### config.mk
export PLATFORM = sky130hd
export DESIGN_NAME = tmw_timer
export DESIGN_NICKNAME = d
export VERILOG_FILES = /design/src/logic/tmw_pkg.sv /design/src/logic/tmw_compare.sv /design/src/logic/tmw_timer.sv
export SDC_FILE = /design/constraint.sdc
export NUM_CORES = 1
export LEC_CHECK = 0
export BUFFER_PORTS_ARGS = -buffer_cell sky130_fd_sc_hd__buf_2
export CAP_MARGIN = 40
export CORE_MARGIN = 2
export CORE_UTILIZATION = 50
export CTS_CLUSTER_DIAMETER = 50
export DETAILED_ROUTE_END_ITERATION = 8
export PLACE_DENSITY = 0.73
export SLEW_MARGIN = 20
export SYNTH_ARGS = -nofsm -noshare
export SYNTH_HDL_FRONTEND = slang
export SYNTH_SLANG_ARGS = --single-unit
### constraint.sdc
create_clock -name sys_clk -period 4 [get_ports sys_clk]
set_clock_uncertainty 0.1 [all_clocks]
set_input_delay 0.4 -clock sys_clk [delete_from_list [all_inputs] [get_ports sys_clk]]
set_output_delay 0.4 -clock sys_clk [all_outputs]
set_load 0.1 [all_outputs]
### src/logic/tmw_pkg.sv
// Package with register map, field layout, mode codes and state types.
package tmw_pkg;

    // ------------------------------------------------------------------
    // Register byte offsets
    // ------------------------------------------------------------------
    localparam logic [7:0] CNT_OFS = 8'h00;
    localparam logic [7:0] CMPA_OFS = 8'h04;
    localparam logic [7:0] CMPB_OFS = 8'h08;
    localparam logic [7:0] CAP_OFS = 8'h0C;
    localparam logic [7:0] CTRL_OFS = 8'h10;
    localparam logic [7:0] FLAG_OFS = 8'h14;

    // ------------------------------------------------------------------
    // Control register fields
    // ------------------------------------------------------------------
    localparam int MODE_LSB = 0;
    localparam int ACTA_LSB = 4;
    localparam int ACTB_LSB = 6;
    localparam int DIRA_BIT = 8;
    localparam int DIRB_BIT = 9;

    // ------------------------------------------------------------------
    // Flag register bits
    // ------------------------------------------------------------------
    localparam int OVF_BIT = 0;
    localparam int CMPA_BIT = 1;
    localparam int CMPB_BIT = 2;
    localparam int CAP_BIT = 3;

    // ------------------------------------------------------------------
    // Waveform mode codes
    // ------------------------------------------------------------------
    localparam logic [3:0] MODE_NORMAL = 4'h0;
    localparam logic [3:0] MODE_CTC_CMPA = 4'h4;
    localparam logic [3:0] MODE_FAST8 = 4'h5;
    localparam logic [3:0] MODE_FAST9 = 4'h6;
    localparam logic [3:0] MODE_FAST10 = 4'h7;
    localparam logic [3:0] MODE_CTC_CAP = 4'hC;
    localparam logic [3:0] MODE_FAST_CAP = 4'hE;
    localparam logic [3:0] MODE_FAST_CMPA = 4'hF;

    // ------------------------------------------------------------------
    // Counter limits and output actions
    // ------------------------------------------------------------------
    localparam logic [15:0] TOP_MAX = 16'hFFFF;
    localparam logic [15:0] TOP_8BIT = 16'h00FF;
    localparam logic [15:0] TOP_9BIT = 16'h01FF;
    localparam logic [15:0] TOP_10BIT = 16'h03FF;
    localparam logic [15:0] BOTTOM = 16'h0000;
    localparam logic [15:0] COUNT_STEP = 16'h0001;
    localparam logic [1:0] ACT_NONE = 2'h0;
    localparam logic [1:0] ACT_TOGGLE = 2'h1;
    localparam logic [1:0] ACT_CLEAR = 2'h2;
    localparam logic [1:0] ACT_SET = 2'h3;

    // ------------------------------------------------------------------
    // Reset values and state types
    // ------------------------------------------------------------------
    localparam logic [15:0] VAL_RST = 16'h0000;
    localparam logic [3:0] FLAGS_RST = 4'h0;
    localparam logic [31:0] RD_IDLE = 32'h0000_0000;

    typedef struct packed {
        logic [15:0] count;
        logic [15:0] cmpA;
        logic [15:0] cmpABuf;
        logic [15:0] cmpB;
        logic [15:0] capture;
        logic [3:0] mode;
        logic [1:0] actA;
        logic [1:0] actB;
        logic dirA;
        logic dirB;
        logic [3:0] flags;
        logic blk;
        logic [31:0] rdData;
    } tmw_state_t;

    typedef struct packed {
        logic wave;
    } tmw_cmp_state_t;

endpackage

### src/logic/tmw_compare.sv
// One compare output channel: the internal waveform output bit.
`timescale 1ns/1ps
`default_nettype none

module tmw_compare #(
    parameter bit TOGGLE_IN_PWM = 1'b1
) (
    input wire logic sys_clk,
    input wire logic sys_rst,
    input wire logic tickEn,
    input wire logic fastMode,
    input wire logic matchHit,
    input wire logic bottomHit,
    input wire logic [1:0] actSel,
    output logic waveBit
);

    tmw_pkg::tmw_cmp_state_t st;
    tmw_pkg::tmw_cmp_state_t next_st;

    // Output action per timer tick; the BOTTOM action wins over a match.
    always_comb begin
        next_st = st;
        if (tickEn) begin
            if (!fastMode) begin
                if (matchHit) begin
                    case (actSel)
                        tmw_pkg::ACT_TOGGLE: next_st.wave = ~st.wave;
                        tmw_pkg::ACT_CLEAR: next_st.wave = 1'b0;
                        tmw_pkg::ACT_SET: next_st.wave = 1'b1;
                        default: next_st.wave = st.wave;
                    endcase
                end
            end else begin
                case (actSel)
                    tmw_pkg::ACT_TOGGLE: begin
                        if (TOGGLE_IN_PWM && matchHit) begin
                            next_st.wave = ~st.wave;
                        end
                    end
                    tmw_pkg::ACT_CLEAR: begin
                        if (bottomHit) begin
                            next_st.wave = 1'b1;
                        end else if (matchHit) begin
                            next_st.wave = 1'b0;
                        end
                    end
                    tmw_pkg::ACT_SET: begin
                        if (bottomHit) begin
                            next_st.wave = 1'b0;
                        end else if (matchHit) begin
                            next_st.wave = 1'b1;
                        end
                    end
                    default: next_st.wave = st.wave;
                endcase
            end
        end
    end

    // State register, cleared by system reset.
    always_ff @(posedge sys_clk) begin
        if (sys_rst) begin
            st <= '0;
        end else begin
            st <= next_st;
        end
    end

    assign waveBit = st.wave;

    chk_wave_reset: assert property (@(posedge sys_clk)
        sys_rst |=> !waveBit)
        else $error("wave bit not cleared by reset");

    chk_no_action: assert property (@(posedge sys_clk)
        disable iff (sys_rst) actSel == tmw_pkg::ACT_NONE |=> $stable(waveBit))
        else $error("wave bit moved with no action selected");

    chk_pwm_bottom: assert property (@(posedge sys_clk)
        disable iff (sys_rst)
        tickEn && fastMode && bottomHit && actSel == tmw_pkg::ACT_CLEAR
        |=> waveBit)
        else $error("non-inverted output not set at bottom");

    chk_ctc_toggle: assert property (@(posedge sys_clk)
        disable iff (sys_rst)
        tickEn && !fastMode && matchHit && actSel == tmw_pkg::ACT_TOGGLE
        |=> waveBit != $past(waveBit))
        else $error("output did not toggle on match");

endmodule
`default_nettype wire

### src/logic/tmw_timer.sv
// Sixteen-bit timer with normal, clear-on-match and fast PWM modes.
//
// Notes on behaviour
// - Mode zero counts up and wraps freely.
// - Normal mode sets overflow when count hits zero.
// - Clear-on-match clears after compare A or capture.
// - Clear-on-match TOP register is written directly.
// - Clear-on-match sets the TOP register's flag.
// - Toggle action inverts output A on match.
// - Pin shows the wave only when directed out.
// - Clear-on-match sets overflow on MAX rollover.
// - Modes 5,6,7,14,15 run single-slope PWM.
// - PWM TOP is fixed, capture or compare A.
// - Non-inverting clears on match, sets at BOTTOM.
// - Action two non-inverted, three inverted PWM.
// - PWM sets overflow and TOP flag at TOP.
// - PWM sets compare flags on every match.
// - Fixed TOP masks high compare bits on write.
// - Capture as PWM TOP is written directly.
// - PWM compare A buffered, loaded at TOP.
// - Zero compare spikes, TOP compare holds constant.
// - PWM toggle on output A stays buffered.
// - Output actions never change the counting sequence.
// - Reset clears each internal waveform bit.
// - Count write blocks matches next timer tick.
// - Action zero leaves the waveform bit alone.
`timescale 1ns/1ps
`default_nettype none

module tmw_timer #(
    parameter int ADDR_W = 8
) (
    input wire logic sys_clk,
    input wire logic sys_rst,
    input wire logic tickEn,
    input wire logic [ADDR_W-1:0] regAddr,
    input wire logic [31:0] regWrData,
    input wire logic regWrStb,
    input wire logic regRdStb,
    output logic [31:0] regRdData,
    output logic waveOutA,
    output logic waveOutAOe_n,
    output logic waveOutB,
    output logic waveOutBOe_n
);

    // ------------------------------------------------------------------
    // Elaboration check
    // ------------------------------------------------------------------
    if (ADDR_W < 5 || ADDR_W > 8) begin : g_bad_addr
        $error("ADDR_W must lie between 5 and 8");
    end

    tmw_pkg::tmw_state_t st;
    tmw_pkg::tmw_state_t next_st;

    logic [7:0] addr;
    logic isFast;
    logic isCtc;
    logic [15:0] top;
    logic [15:0] wrMask;
    logic topHit;
    logic [1:0] matchVec;
    logic [1:0] actVec [2];
    logic [1:0] waveVec;
    logic [3:0] flagSet;
    logic [3:0] flagClr;
    logic [15:0] wrVal;

    // ------------------------------------------------------------------
    // Mode decode
    // ------------------------------------------------------------------

    // Bus address is widened to the package offset width.
    assign addr = 8'(regAddr);
    assign wrVal = regWrData[15:0];

    // Only the mode field picks the counting sequence.
    assign isFast = st.mode == tmw_pkg::MODE_FAST8 ||
                    st.mode == tmw_pkg::MODE_FAST9 ||
                    st.mode == tmw_pkg::MODE_FAST10 ||
                    st.mode == tmw_pkg::MODE_FAST_CAP ||
                    st.mode == tmw_pkg::MODE_FAST_CMPA;
    assign isCtc = st.mode == tmw_pkg::MODE_CTC_CMPA ||
                   st.mode == tmw_pkg::MODE_CTC_CAP;

    // TOP and the write mask follow the selected mode.
    always_comb begin
        wrMask = tmw_pkg::TOP_MAX;
        case (st.mode)
            tmw_pkg::MODE_CTC_CMPA: top = st.cmpA;
            tmw_pkg::MODE_CTC_CAP: top = st.capture;
            tmw_pkg::MODE_FAST8: begin
                top = tmw_pkg::TOP_8BIT;
                wrMask = tmw_pkg::TOP_8BIT;
            end
            tmw_pkg::MODE_FAST9: begin
                top = tmw_pkg::TOP_9BIT;
                wrMask = tmw_pkg::TOP_9BIT;
            end
            tmw_pkg::MODE_FAST10: begin
                top = tmw_pkg::TOP_10BIT;
                wrMask = tmw_pkg::TOP_10BIT;
            end
            tmw_pkg::MODE_FAST_CAP: top = st.capture;
            tmw_pkg::MODE_FAST_CMPA: top = st.cmpA;
            default: top = tmw_pkg::TOP_MAX;
        endcase
    end

    // A blocked tick sees neither TOP nor any compare match.
    assign topHit = !st.blk && st.count == top;
    assign matchVec[0] = !st.blk && st.count == st.cmpA;
    assign matchVec[1] = !st.blk && st.count == st.cmpB;
    assign actVec[0] = st.actA;
    assign actVec[1] = st.actB;

    // Flag events of this timer tick.
    always_comb begin
        flagSet = '0;
        if (tickEn) begin
            if (isFast) begin
                flagSet[tmw_pkg::OVF_BIT] = topHit;
            end else begin
                flagSet[tmw_pkg::OVF_BIT] =
                    st.count == tmw_pkg::TOP_MAX;
            end
            flagSet[tmw_pkg::CMPA_BIT] = matchVec[0];
            flagSet[tmw_pkg::CMPB_BIT] = matchVec[1];
            flagSet[tmw_pkg::CAP_BIT] = topHit &&
                (st.mode == tmw_pkg::MODE_CTC_CAP ||
                 st.mode == tmw_pkg::MODE_FAST_CAP);
        end
    end

    // Write-one-to-clear mask for the flag register.
    always_comb begin
        flagClr = '0;
        if (regWrStb && addr == tmw_pkg::FLAG_OFS) begin
            flagClr = regWrData[3:0];
        end
    end

    // ------------------------------------------------------------------
    // Next-state logic
    // ------------------------------------------------------------------

    // Counter step first, then software writes, which override it.
    always_comb begin
        next_st = st;
        next_st.rdData = tmw_pkg::RD_IDLE;
        if (tickEn) begin
            next_st.blk = 1'b0;
            if ((isFast || isCtc) && topHit) begin
                next_st.count = tmw_pkg::BOTTOM;
            end else begin
                next_st.count = st.count + tmw_pkg::COUNT_STEP;
            end
            if (isFast && topHit) begin
                next_st.cmpA = st.cmpABuf;
            end
        end
        // A hardware set in the same cycle beats the software clear.
        next_st.flags = (st.flags & ~flagClr) | flagSet;
        if (regWrStb) begin
            if (addr == tmw_pkg::CNT_OFS) begin
                next_st.count = wrVal;
                next_st.blk = 1'b1;
            end else if (addr == tmw_pkg::CMPA_OFS) begin
                next_st.cmpABuf = wrVal & wrMask;
                if (!isFast) begin
                    next_st.cmpA = wrVal & wrMask;
                end
            end else if (addr == tmw_pkg::CMPB_OFS) begin
                next_st.cmpB = wrVal & wrMask;
            end else if (addr == tmw_pkg::CAP_OFS) begin
                next_st.capture = wrVal;
            end else if (addr == tmw_pkg::CTRL_OFS) begin
                next_st.mode = regWrData[tmw_pkg::MODE_LSB +: 4];
                next_st.actA = regWrData[tmw_pkg::ACTA_LSB +: 2];
                next_st.actB = regWrData[tmw_pkg::ACTB_LSB +: 2];
                next_st.dirA = regWrData[tmw_pkg::DIRA_BIT];
                next_st.dirB = regWrData[tmw_pkg::DIRB_BIT];
            end
        end
        if (regRdStb) begin
            if (addr == tmw_pkg::CNT_OFS) begin
                next_st.rdData = {16'h0000, st.count};
            end else if (addr == tmw_pkg::CMPA_OFS) begin
                next_st.rdData = {16'h0000, st.cmpABuf};
            end else if (addr == tmw_pkg::CMPB_OFS) begin
                next_st.rdData = {16'h0000, st.cmpB};
            end else if (addr == tmw_pkg::CAP_OFS) begin
                next_st.rdData = {16'h0000, st.capture};
            end else if (addr == tmw_pkg::CTRL_OFS) begin
                next_st.rdData = {22'h0, st.dirB, st.dirA,
                                  st.actB, st.actA, st.mode};
            end else if (addr == tmw_pkg::FLAG_OFS) begin
                next_st.rdData = {28'h0, st.flags};
            end
        end
    end

    // State register; reset starts in normal counting, outputs off.
    always_ff @(posedge sys_clk) begin
        if (sys_rst) begin
            st <= '0;
        end else begin
            st <= next_st;
        end
    end

    // ------------------------------------------------------------------
    // Compare output channels
    // ------------------------------------------------------------------

    // Channel A may toggle in PWM; channel B holds on that setting.
    for (genvar ch = 0; ch < 2; ch++) begin : g_chan
        tmw_compare #(
            .TOGGLE_IN_PWM(ch == 0)
        ) u_cmp (
            .sys_clk(sys_clk),
            .sys_rst(sys_rst),
            .tickEn(tickEn),
            .fastMode(isFast),
            .matchHit(matchVec[ch]),
            .bottomHit(topHit),
            .actSel(actVec[ch]),
            .waveBit(waveVec[ch])
        );
    end

    // Pin drivers: enable is low while the direction bit says output.
    assign waveOutA = waveVec[0];
    assign waveOutAOe_n = !st.dirA;
    assign waveOutB = waveVec[1];
    assign waveOutBOe_n = !st.dirB;
    assign regRdData = st.rdData;

    // ------------------------------------------------------------------
    // Assertions
    // ------------------------------------------------------------------

    chk_normal_wrap: assert property (@(posedge sys_clk)
        disable iff (sys_rst)
        tickEn && !regWrStb && st.mode == tmw_pkg::MODE_NORMAL &&
        st.count == tmw_pkg::TOP_MAX |=> st.count == tmw_pkg::BOTTOM)
        else $error("normal mode did not wrap to zero");

    chk_normal_ovf: assert property (@(posedge sys_clk)
        disable iff (sys_rst)
        tickEn && !isFast && st.count == tmw_pkg::TOP_MAX
        |=> st.flags[tmw_pkg::OVF_BIT])
        else $error("overflow flag missed at rollover");

    chk_ctc_clear: assert property (@(posedge sys_clk)
        disable iff (sys_rst)
        tickEn && !regWrStb && isCtc && topHit
        |=> st.count == tmw_pkg::BOTTOM &&
            ($past(st.mode) == tmw_pkg::MODE_CTC_CMPA ?
             st.flags[tmw_pkg::CMPA_BIT] : st.flags[tmw_pkg::CAP_BIT]))
        else $error("clear-on-match did not clear or flag");

    chk_fast_top: assert property (@(posedge sys_clk)
        disable iff (sys_rst)
        tickEn && !regWrStb && isFast && topHit
        |=> st.flags[tmw_pkg::OVF_BIT] && st.count == tmw_pkg::BOTTOM)
        else $error("PWM TOP did not set overflow");

    chk_buffer_load: assert property (@(posedge sys_clk)
        disable iff (sys_rst)
        tickEn && isFast && topHit |=> st.cmpA == $past(st.cmpABuf))
        else $error("compare A not loaded from buffer at TOP");

    chk_buffer_hold: assert property (@(posedge sys_clk)
        disable iff (sys_rst)
        isFast && !(tickEn && topHit) |=> $stable(st.cmpA))
        else $error("buffered compare A changed away from TOP");

    chk_fixed_mask: assert property (@(posedge sys_clk)
        disable iff (sys_rst)
        regWrStb && addr == tmw_pkg::CMPB_OFS &&
        st.mode == tmw_pkg::MODE_FAST8 |=> st.cmpB[15:8] == 8'h00)
        else $error("high compare bits not masked");

    chk_match_block: assert property (@(posedge sys_clk)
        disable iff (sys_rst)
        tickEn && st.blk && !regWrStb
        |=> $stable(st.flags[tmw_pkg::CMPA_BIT]) &&
            $stable(st.flags[tmw_pkg::CMPB_BIT]))
        else $error("match not blocked after count write");

    chk_no_tick: assert property (@(posedge sys_clk)
        disable iff (sys_rst)
        !tickEn && !regWrStb |=> $stable(st.count) && $stable(st.cmpA))
        else $error("counter moved without a tick");

    chk_pin_dir: assert property (@(posedge sys_clk)
        disable iff (sys_rst)
        waveOutAOe_n == !st.dirA && waveOutBOe_n == !st.dirB)
        else $error("pin enable does not follow direction");

    chk_reset_zero: assert property (@(posedge sys_clk)
        sys_rst |=> st.count == tmw_pkg::VAL_RST &&
        st.flags == tmw_pkg::FLAGS_RST && st.mode == tmw_pkg::MODE_NORMAL)
        else $error("reset did not clear timer state");

    // Direct writes, fixed TOP and flag events as software sees them.

    chk_fixed_top: assert property (@(posedge sys_clk)
        disable iff (sys_rst)
        tickEn && !regWrStb && !st.blk && st.mode == tmw_pkg::MODE_FAST8 &&
        st.count == tmw_pkg::TOP_8BIT |=> st.count == tmw_pkg::BOTTOM)
        else $error("fixed eight-bit TOP did not clear the counter");

    chk_cap_flag: assert property (@(posedge sys_clk)
        disable iff (sys_rst)
        tickEn && topHit && (st.mode == tmw_pkg::MODE_CTC_CAP ||
        st.mode == tmw_pkg::MODE_FAST_CAP) |=> st.flags[tmw_pkg::CAP_BIT])
        else $error("capture flag missed at TOP");

    chk_cmpb_flag: assert property (@(posedge sys_clk)
        disable iff (sys_rst)
        tickEn && !st.blk && st.count == st.cmpB
        |=> st.flags[tmw_pkg::CMPB_BIT])
        else $error("compare B flag missed at match");

    chk_direct_cap: assert property (@(posedge sys_clk)
        disable iff (sys_rst)
        regWrStb && addr == tmw_pkg::CAP_OFS |=> st.capture == $past(wrVal))
        else $error("capture register not written directly");

    chk_direct_cmpa: assert property (@(posedge sys_clk)
        disable iff (sys_rst)
        regWrStb && addr == tmw_pkg::CMPA_OFS && !isFast
        |=> st.cmpA == $past(wrVal))
        else $error("compare A not written directly outside PWM");

endmodule
`default_nettype wire

==> flow_summary.toml, run 1 <==
[floorplan]
dieArea_mm2 = 0.01448
core-area_mm2 = 0.01324
row_count = 42
die_w_um = 120.4
num_io_pins = 81
initial_core_util = 0.5111
fp.dieH_um = 120.4

[detailed_routing]
dr.pass1.iters = 6
drt_iter0_markers = 904
ant_nets = 0
wl_um = 21800
routed_via_density = 6.160
dr_total_vias = 6640
routedWlPerCell_um = 20.22
drc = 0

[clock_network]
insertion_delay_ps = 430
cts_tree = "done"
path_clk_slew_ps = 50
root_buffer = "clkbuf_16"
cts_buffer_depth = 2
clock-sinks = 113
numCtsBuffers = 17
htreeDepth = 4
cts_hold_buf = 0

[setup_path]
end_kind = "flip-flop"
crit_type = "flip-flop to flip-flop"
required_ps = 4210
critPathMaxFanout = 21
crit_arrival_ps = 3900
worstSetupStartpointType = "flip-flop"
worst-r2r-setup-slack_ps = 310

[hold_path]
hold_class = "input port to flip-flop"

[cells_and_area]
final_common_cell = "nand2_1"
layout-drive-gt1-share = 0.1519
finalCoreUtilization = 0.5727
fill_cells = 1248
most-common-layout-cells = "nand2_1 (127), dfxtp_1 (112), a21oi_1 (85), nor2_1 (85), buf_2 (48)"
fin_nets = 939
antenna_cells = 0
synthToLayoutAreaGrowth_pct = 12.03

[synth]
ys_types = 72
ys_seq_area_frac = 0.3342
syn_area_mm2 = 0.006769
synth_edf_count = 0
avgSynthCellArea_um2 = 7.692
synthCells = 880
synthFlopType = "dfxtp_1"
async_flop_share = 0
yosys_warnings = 0
yosys_register_bits = 113

[power_and_ir_drop]
power.total_w = 0.002941
leakagePower_nw = 2.931
cellPowerDensity_mw_per_mm2 = 387.8
peakVddDrop_uv = 280.4

[sta]
finalCritPeriodShare = 0.9219
worst_slew_pin_slew_ps = 901.8
maxSlewViolCount = 0
min_period_ps = 3688
setup_viol = 0
finalSetupTns_ps = 0
relSlewSlack = 0.3971
finalHoldViolations = 0
rsz0062_at_grt = "no"
max_clock_freq_mhz = 271.2

[flow_run]
max-cap-violations = 0

[global_route]
grt_max_degree = 58
antenna_found_initial = 0
grt_pass1_wl_um = 33690
grt_use_total = 0.3061
grt_pass1_vias = 6023
overflow = 0

[placed_design]
io_buffers = 48
gp_congestion = 1.005
hpwl_um = 15120

[status]
status = "finished clean"
==> flip-flops by register name (all words and copies together) (netlist names) <==
signal / flops
g_chan.u_cmp.waveBit: 2
st: 91
regRdData: 16
actVec: 4
==> final cells by class <==
cell class                 count  area (um2)  area share
clock buffer                  22       474.2     0.06253
clock inverter                10       156.4     0.02062
inverter                      12       45.04    0.005940
multi-input combinational    666        3951      0.5210
sequential                   113        2263      0.2985
tap                          176       220.2     0.02904
timing repair buffer          79       473.0     0.06237
==> synth_stat cells (8+ instances only) <==
cell      number  area share
and3_1         9      0.0083
a211oi_1       9       0.010
mux2i_1       12       0.018
a22oi_1       11       0.012
dfxtp_1      113        0.33
buf_4         34       0.038
nand2_1      127       0.070
nand4_1        8      0.0074
xnor2_1       11       0.014
nand2b_1      10      0.0092
a21oi_1       85       0.063
xor2_1        46       0.060
nor2_1        86       0.048
a31oi_1        9      0.0083
nand3b_1       8      0.0089
buf_2          9      0.0067
o21ai_0       32       0.024
clkbuf_1      50       0.028
inv_1         11      0.0061
nor4_1        16       0.015
nor3_1        20       0.015
nor3b_1       10       0.011
nand3_1       31       0.023
==> metrics by stage <==
stage | hold WS (ps) | instance area, um2 | setup slack, ps | cells
floorplan | 331.7 | 6825 | 684.1 | 895
global placement | 340.4 | 6945 | 368.4 | 1046
detailed placement | 356.3 | 6945 | 319.2 | 1046
CTS | 117.8 | 7576 | 288.9 | 1078
global route | 140.1 | 7584 | 28.40 | 1078
finish | 125.6 | 7584 | 312.4 | 1078
==> logic make-up after synthesis <==
logic type,after synthesis,share of synthesized area
AOI/OAI and AO/OA,192,0.1782
xor gates and xnor gates,57,0.07375
adders and majority gates,5,0.009242
buffers and inverters,116,0.09168
DFF,113,0.3342
muxes,19,0.02939
other,1,0.0005540
and+or+nand+nor,377,0.2830
==> worst paths after layout <==
kind | startpoint | endpoint | cells after the start
worst max-delay path | st[43] | g_chan[1].u_cmp.waveBit | 12
worst max register to register | st[43] | g_chan[1].u_cmp.waveBit | 12
worst min register to register | st[36] | st[36] | 2
worst min-delay path | regWrData[10] | st[121] | 3
==> worst max-delay path: stages (launching register included) <==
cell and delay [ps]:
dfxtp_1 400, buf_4 250, or4_1 550, o211a_1 170, or3_1 300, o211a_1 250
or4_1 530, ha_1 210, nor2_1 110, nor2_1 70, nor3_1 130, o31a_1 170
mux2_2 320
==> power breakdown <==
| group | switching [W] | leakage (nW) | total (W) | internal [W] |
|---|---|---|---|---|
| combinational | 0.000147 | 1.71 | 0.000181 | 0.0000341 |
| sequential | 0.00000867 | 0.911 | 0.00114 | 0.00113 |
| clock | 0.000533 | 0.310 | 0.00162 | 0.00109 |
==> per-layer routing <==
metal	routed length [um]	GRT usage	vias up
met1	9070	0.4260	3080
met4	850	0.1366	0
met2	9446	0.4549	424
met5	0	0	-
met3	2432	0.06557	78
li1	-	-	3058
==> what timing repair did <==
action / in CTS / in global routing
setup buffers: 0 / 0
resized for setup: 0 / 2
setup endpoints to repair: 0 / 1
(Power assumes the default switching activity.)
==> inputs of run 2 (changes only) <==
--- a/config.mk
+++ b/config.mk
@@ -5,6 +5,7 @@
 export SDC_FILE = /design/constraint.sdc
 export NUM_CORES = 1
 export LEC_CHECK = 0
+export ABC_AREA = 1
 export BUFFER_PORTS_ARGS = -buffer_cell sky130_fd_sc_hd__buf_2
 export CAP_MARGIN = 40
 export CORE_MARGIN = 2
==> flow_summary.toml, run 2 <==
[status]
status = "finished clean"

[setup_path]
reg2reg_from = "st[45]"
worst-r2r-setup-slack_ps = 710
worstSetupStartpointType = "flip-flop"
critPathMaxFanout = 18
required_ps = 4220
r2r-end = "st[104]"
rr_worst_depth = 17
crit_type = "flip-flop to flip-flop"
end_kind = "flip-flop"
crit_arrival_ps = 3510

[hold_path]
min_path_cells = 3
hold_class = "input port to flip-flop"
hp-start = "regWrData[0]"
holdPathEnd = "st[111]"

[synth]
ys_types = 41
synth.area.top_cells = "dfxtp_1 (35%), nand2_1 (13%), a21oi_1 (7.7%), o21ai_0 (6.4%), nand3_1 (6.0%)"
synth_top_area_frac = 0.3462
syn_area_mm2 = 0.006535
async_flop_share = 0
synthTopCellsByCount = "nand2_1 (224), dfxtp_1 (113), a21oi_1 (100), inv_1 (97), o21ai_0 (84)"
ys_seq_area_frac = 0.3462
yosys_warnings = 0
synthCells = 990
yosys.area.top_type = "dfxtp_1"
avgSynthCellArea_um2 = 6.601
yosysMostFrequentCell = "nand2_1"
synth_edf_count = 0
yosys_register_bits = 113
synthFlopType = "dfxtp_1"

[floorplan]
die_w_um = 118.3
dieArea_mm2 = 0.01400
row_count = 41
core-area_mm2 = 0.01267
num_io_pins = 81
initial_core_util = 0.5158
fp.dieH_um = 118.3

[detailed_routing]
dr.pass1.iters = 7
wl_um = 20970
dr_total_vias = 6847
drt_iter0_markers = 928
routed_via_density = 5.763
drc = 0
ant_nets = 0
routedWlPerCell_um = 17.65

[sta]
worst_slew_pin_slew_ps = 764.6
finalHoldViolations = 0
setup_viol = 0
holdWs_ps = 175.8
min_period_ps = 3291
finalCritPeriodShare = 0.8227
rsz0062_at_grt = "no"
relSlewSlack = 0.4890
finalSetupTns_ps = 0
max_clock_freq_mhz = 303.9
maxSlewViolCount = 0

[cells_and_area]
final_common_cell = "nand2_1"
layout-drive-gt1-share = 0.1171
finalCoreUtilization = 0.5746
most-common-layout-cells = "nand2_1 (224), dfxtp_1 (113), a21oi_1 (100)"
top_register = "st"
fill_cells = 1243
antenna_cells = 0
largest_reg_flops = 91
synthToLayoutAreaGrowth_pct = 11.41
fin_nets = 1056

[placed_design]
gp_congestion = 0.9418
io_buffers = 48
hpwl_um = 14480

[clock_network]
cts_hold_buf = 0
cts_buffer_depth = 2
post_cts_buffers = 0
clock-sinks = 113
root_buffer = "clkbuf_16"
htreeDepth = 4
cts_tree = "done"
numCtsBuffers = 17
path_clk_slew_ps = 50
ctsResizeCount = 0
insertion_delay_ps = 420

[global_route]
grt_max_degree = 65
overflow = 0
antenna_found_initial = 0
grt_pass1_vias = 5971
grt_use_total = 0.2986
grt_pass1_wl_um = 32380

[power_and_ir_drop]
cellPowerDensity_mw_per_mm2 = 388.7
leakagePower_nw = 3.127
peakVddDrop_uv = 288.3

[flow_run]
max-cap-violations = 0
## run 2: cell families (layout without fill, tap and decap cells)
logic type | Yosys count | in the layout | synth area share
simple gates | 443 | 443 | 0.3029
compound gates | 226 | 226 | 0.1899
buf+inv | 187 | 198 | 0.1308
flops | 113 | 113 | 0.3462
xor+xnor | 15 | 15 | 0.02010
fa+ha+maj | 5 | 5 | 0.009573
other cells | 1 | 16 | 0.0005738
## run 2: worst max-delay path, cell delays in order (launching register included)
cell,delay [ps]
dfxtp_1,660
nand2_2,160
nand2_2,250
nand2_2,180
nor2_1,180
nand2_1,80
nand2_1,70
nand2_1,50
nor2_1,80
nand2_1,90
nor2_4,140
nand3_4,180
nor2_8,350
nand2_4,240
nand2_1,120
nand3_1,80
nand2_1,110
inv_1,40
## run 2: final cells by class
cell class / count / area (um2) / area share
Clock inverter: 6 / 80.08 / 0.01100
Multi-Input combinational cell: 705 / 3475 / 0.4772
Tap cell: 172 / 215.2 / 0.02956
Inverter: 107 / 401.6 / 0.05516
Timing Repair Buffer: 62 / 349.1 / 0.04795
Sequential cell: 113 / 2262 / 0.3107
Clock buffer: 23 / 498.0 / 0.06840
## run 2: power by group
| group | switching [W] | total [W] | leakage, nW | internal [W] |
|---|---|---|---|---|
| Sequential | 0.00000761 | 0.00114 | 0.911 | 0.00113 |
| Combinational | 0.000161 | 0.000197 | 1.93 | 0.0000358 |
| Clock | 0.000510 | 0.00149 | 0.291 | 0.000982 |
## run 2: routing by layer
layer	track usage	up-vias	routed length, um
li1	-	3269	-
met1	0.4085	3095	8645
met2	0.4317	435	8927
met3	0.09508	48	2831
met4	0.1242	0	568
met5	0	-	0
## run 2: stage by stage
| step | cell area [um2] | instances | setup slack (ps) | total power [W] |
|---|---|---|---|---|
| 2_1_floorplan | 6591 | 1005 | 1637 | 0.001316 |
| 3_3_place_gp | 6691 | 1158 | 876.9 | 0.001355 |
| 3_5_place_dp | 6691 | 1158 | 854.2 | 0.001355 |
| 4_1_cts | 7269 | 1187 | 783.5 | 0.002831 |
| 5_1_grt | 7281 | 1188 | 473.8 | 0.002894 |
| 6_report | 7281 | 1188 | 709.1 | 0.002830 |
## run 2: worst max-delay path by stage
stage | from | to | slack [ps]
after floorplan | regAddr[1] | st[102] | 1640
after global placement | st[45] | st[96] | 880
after detailed placement | st[45] | st[100] | 850
after CTS | st[45] | st[104] | 780
after global routing | st[45] | st[97] | 470
final | st[45] | st[104] | 710
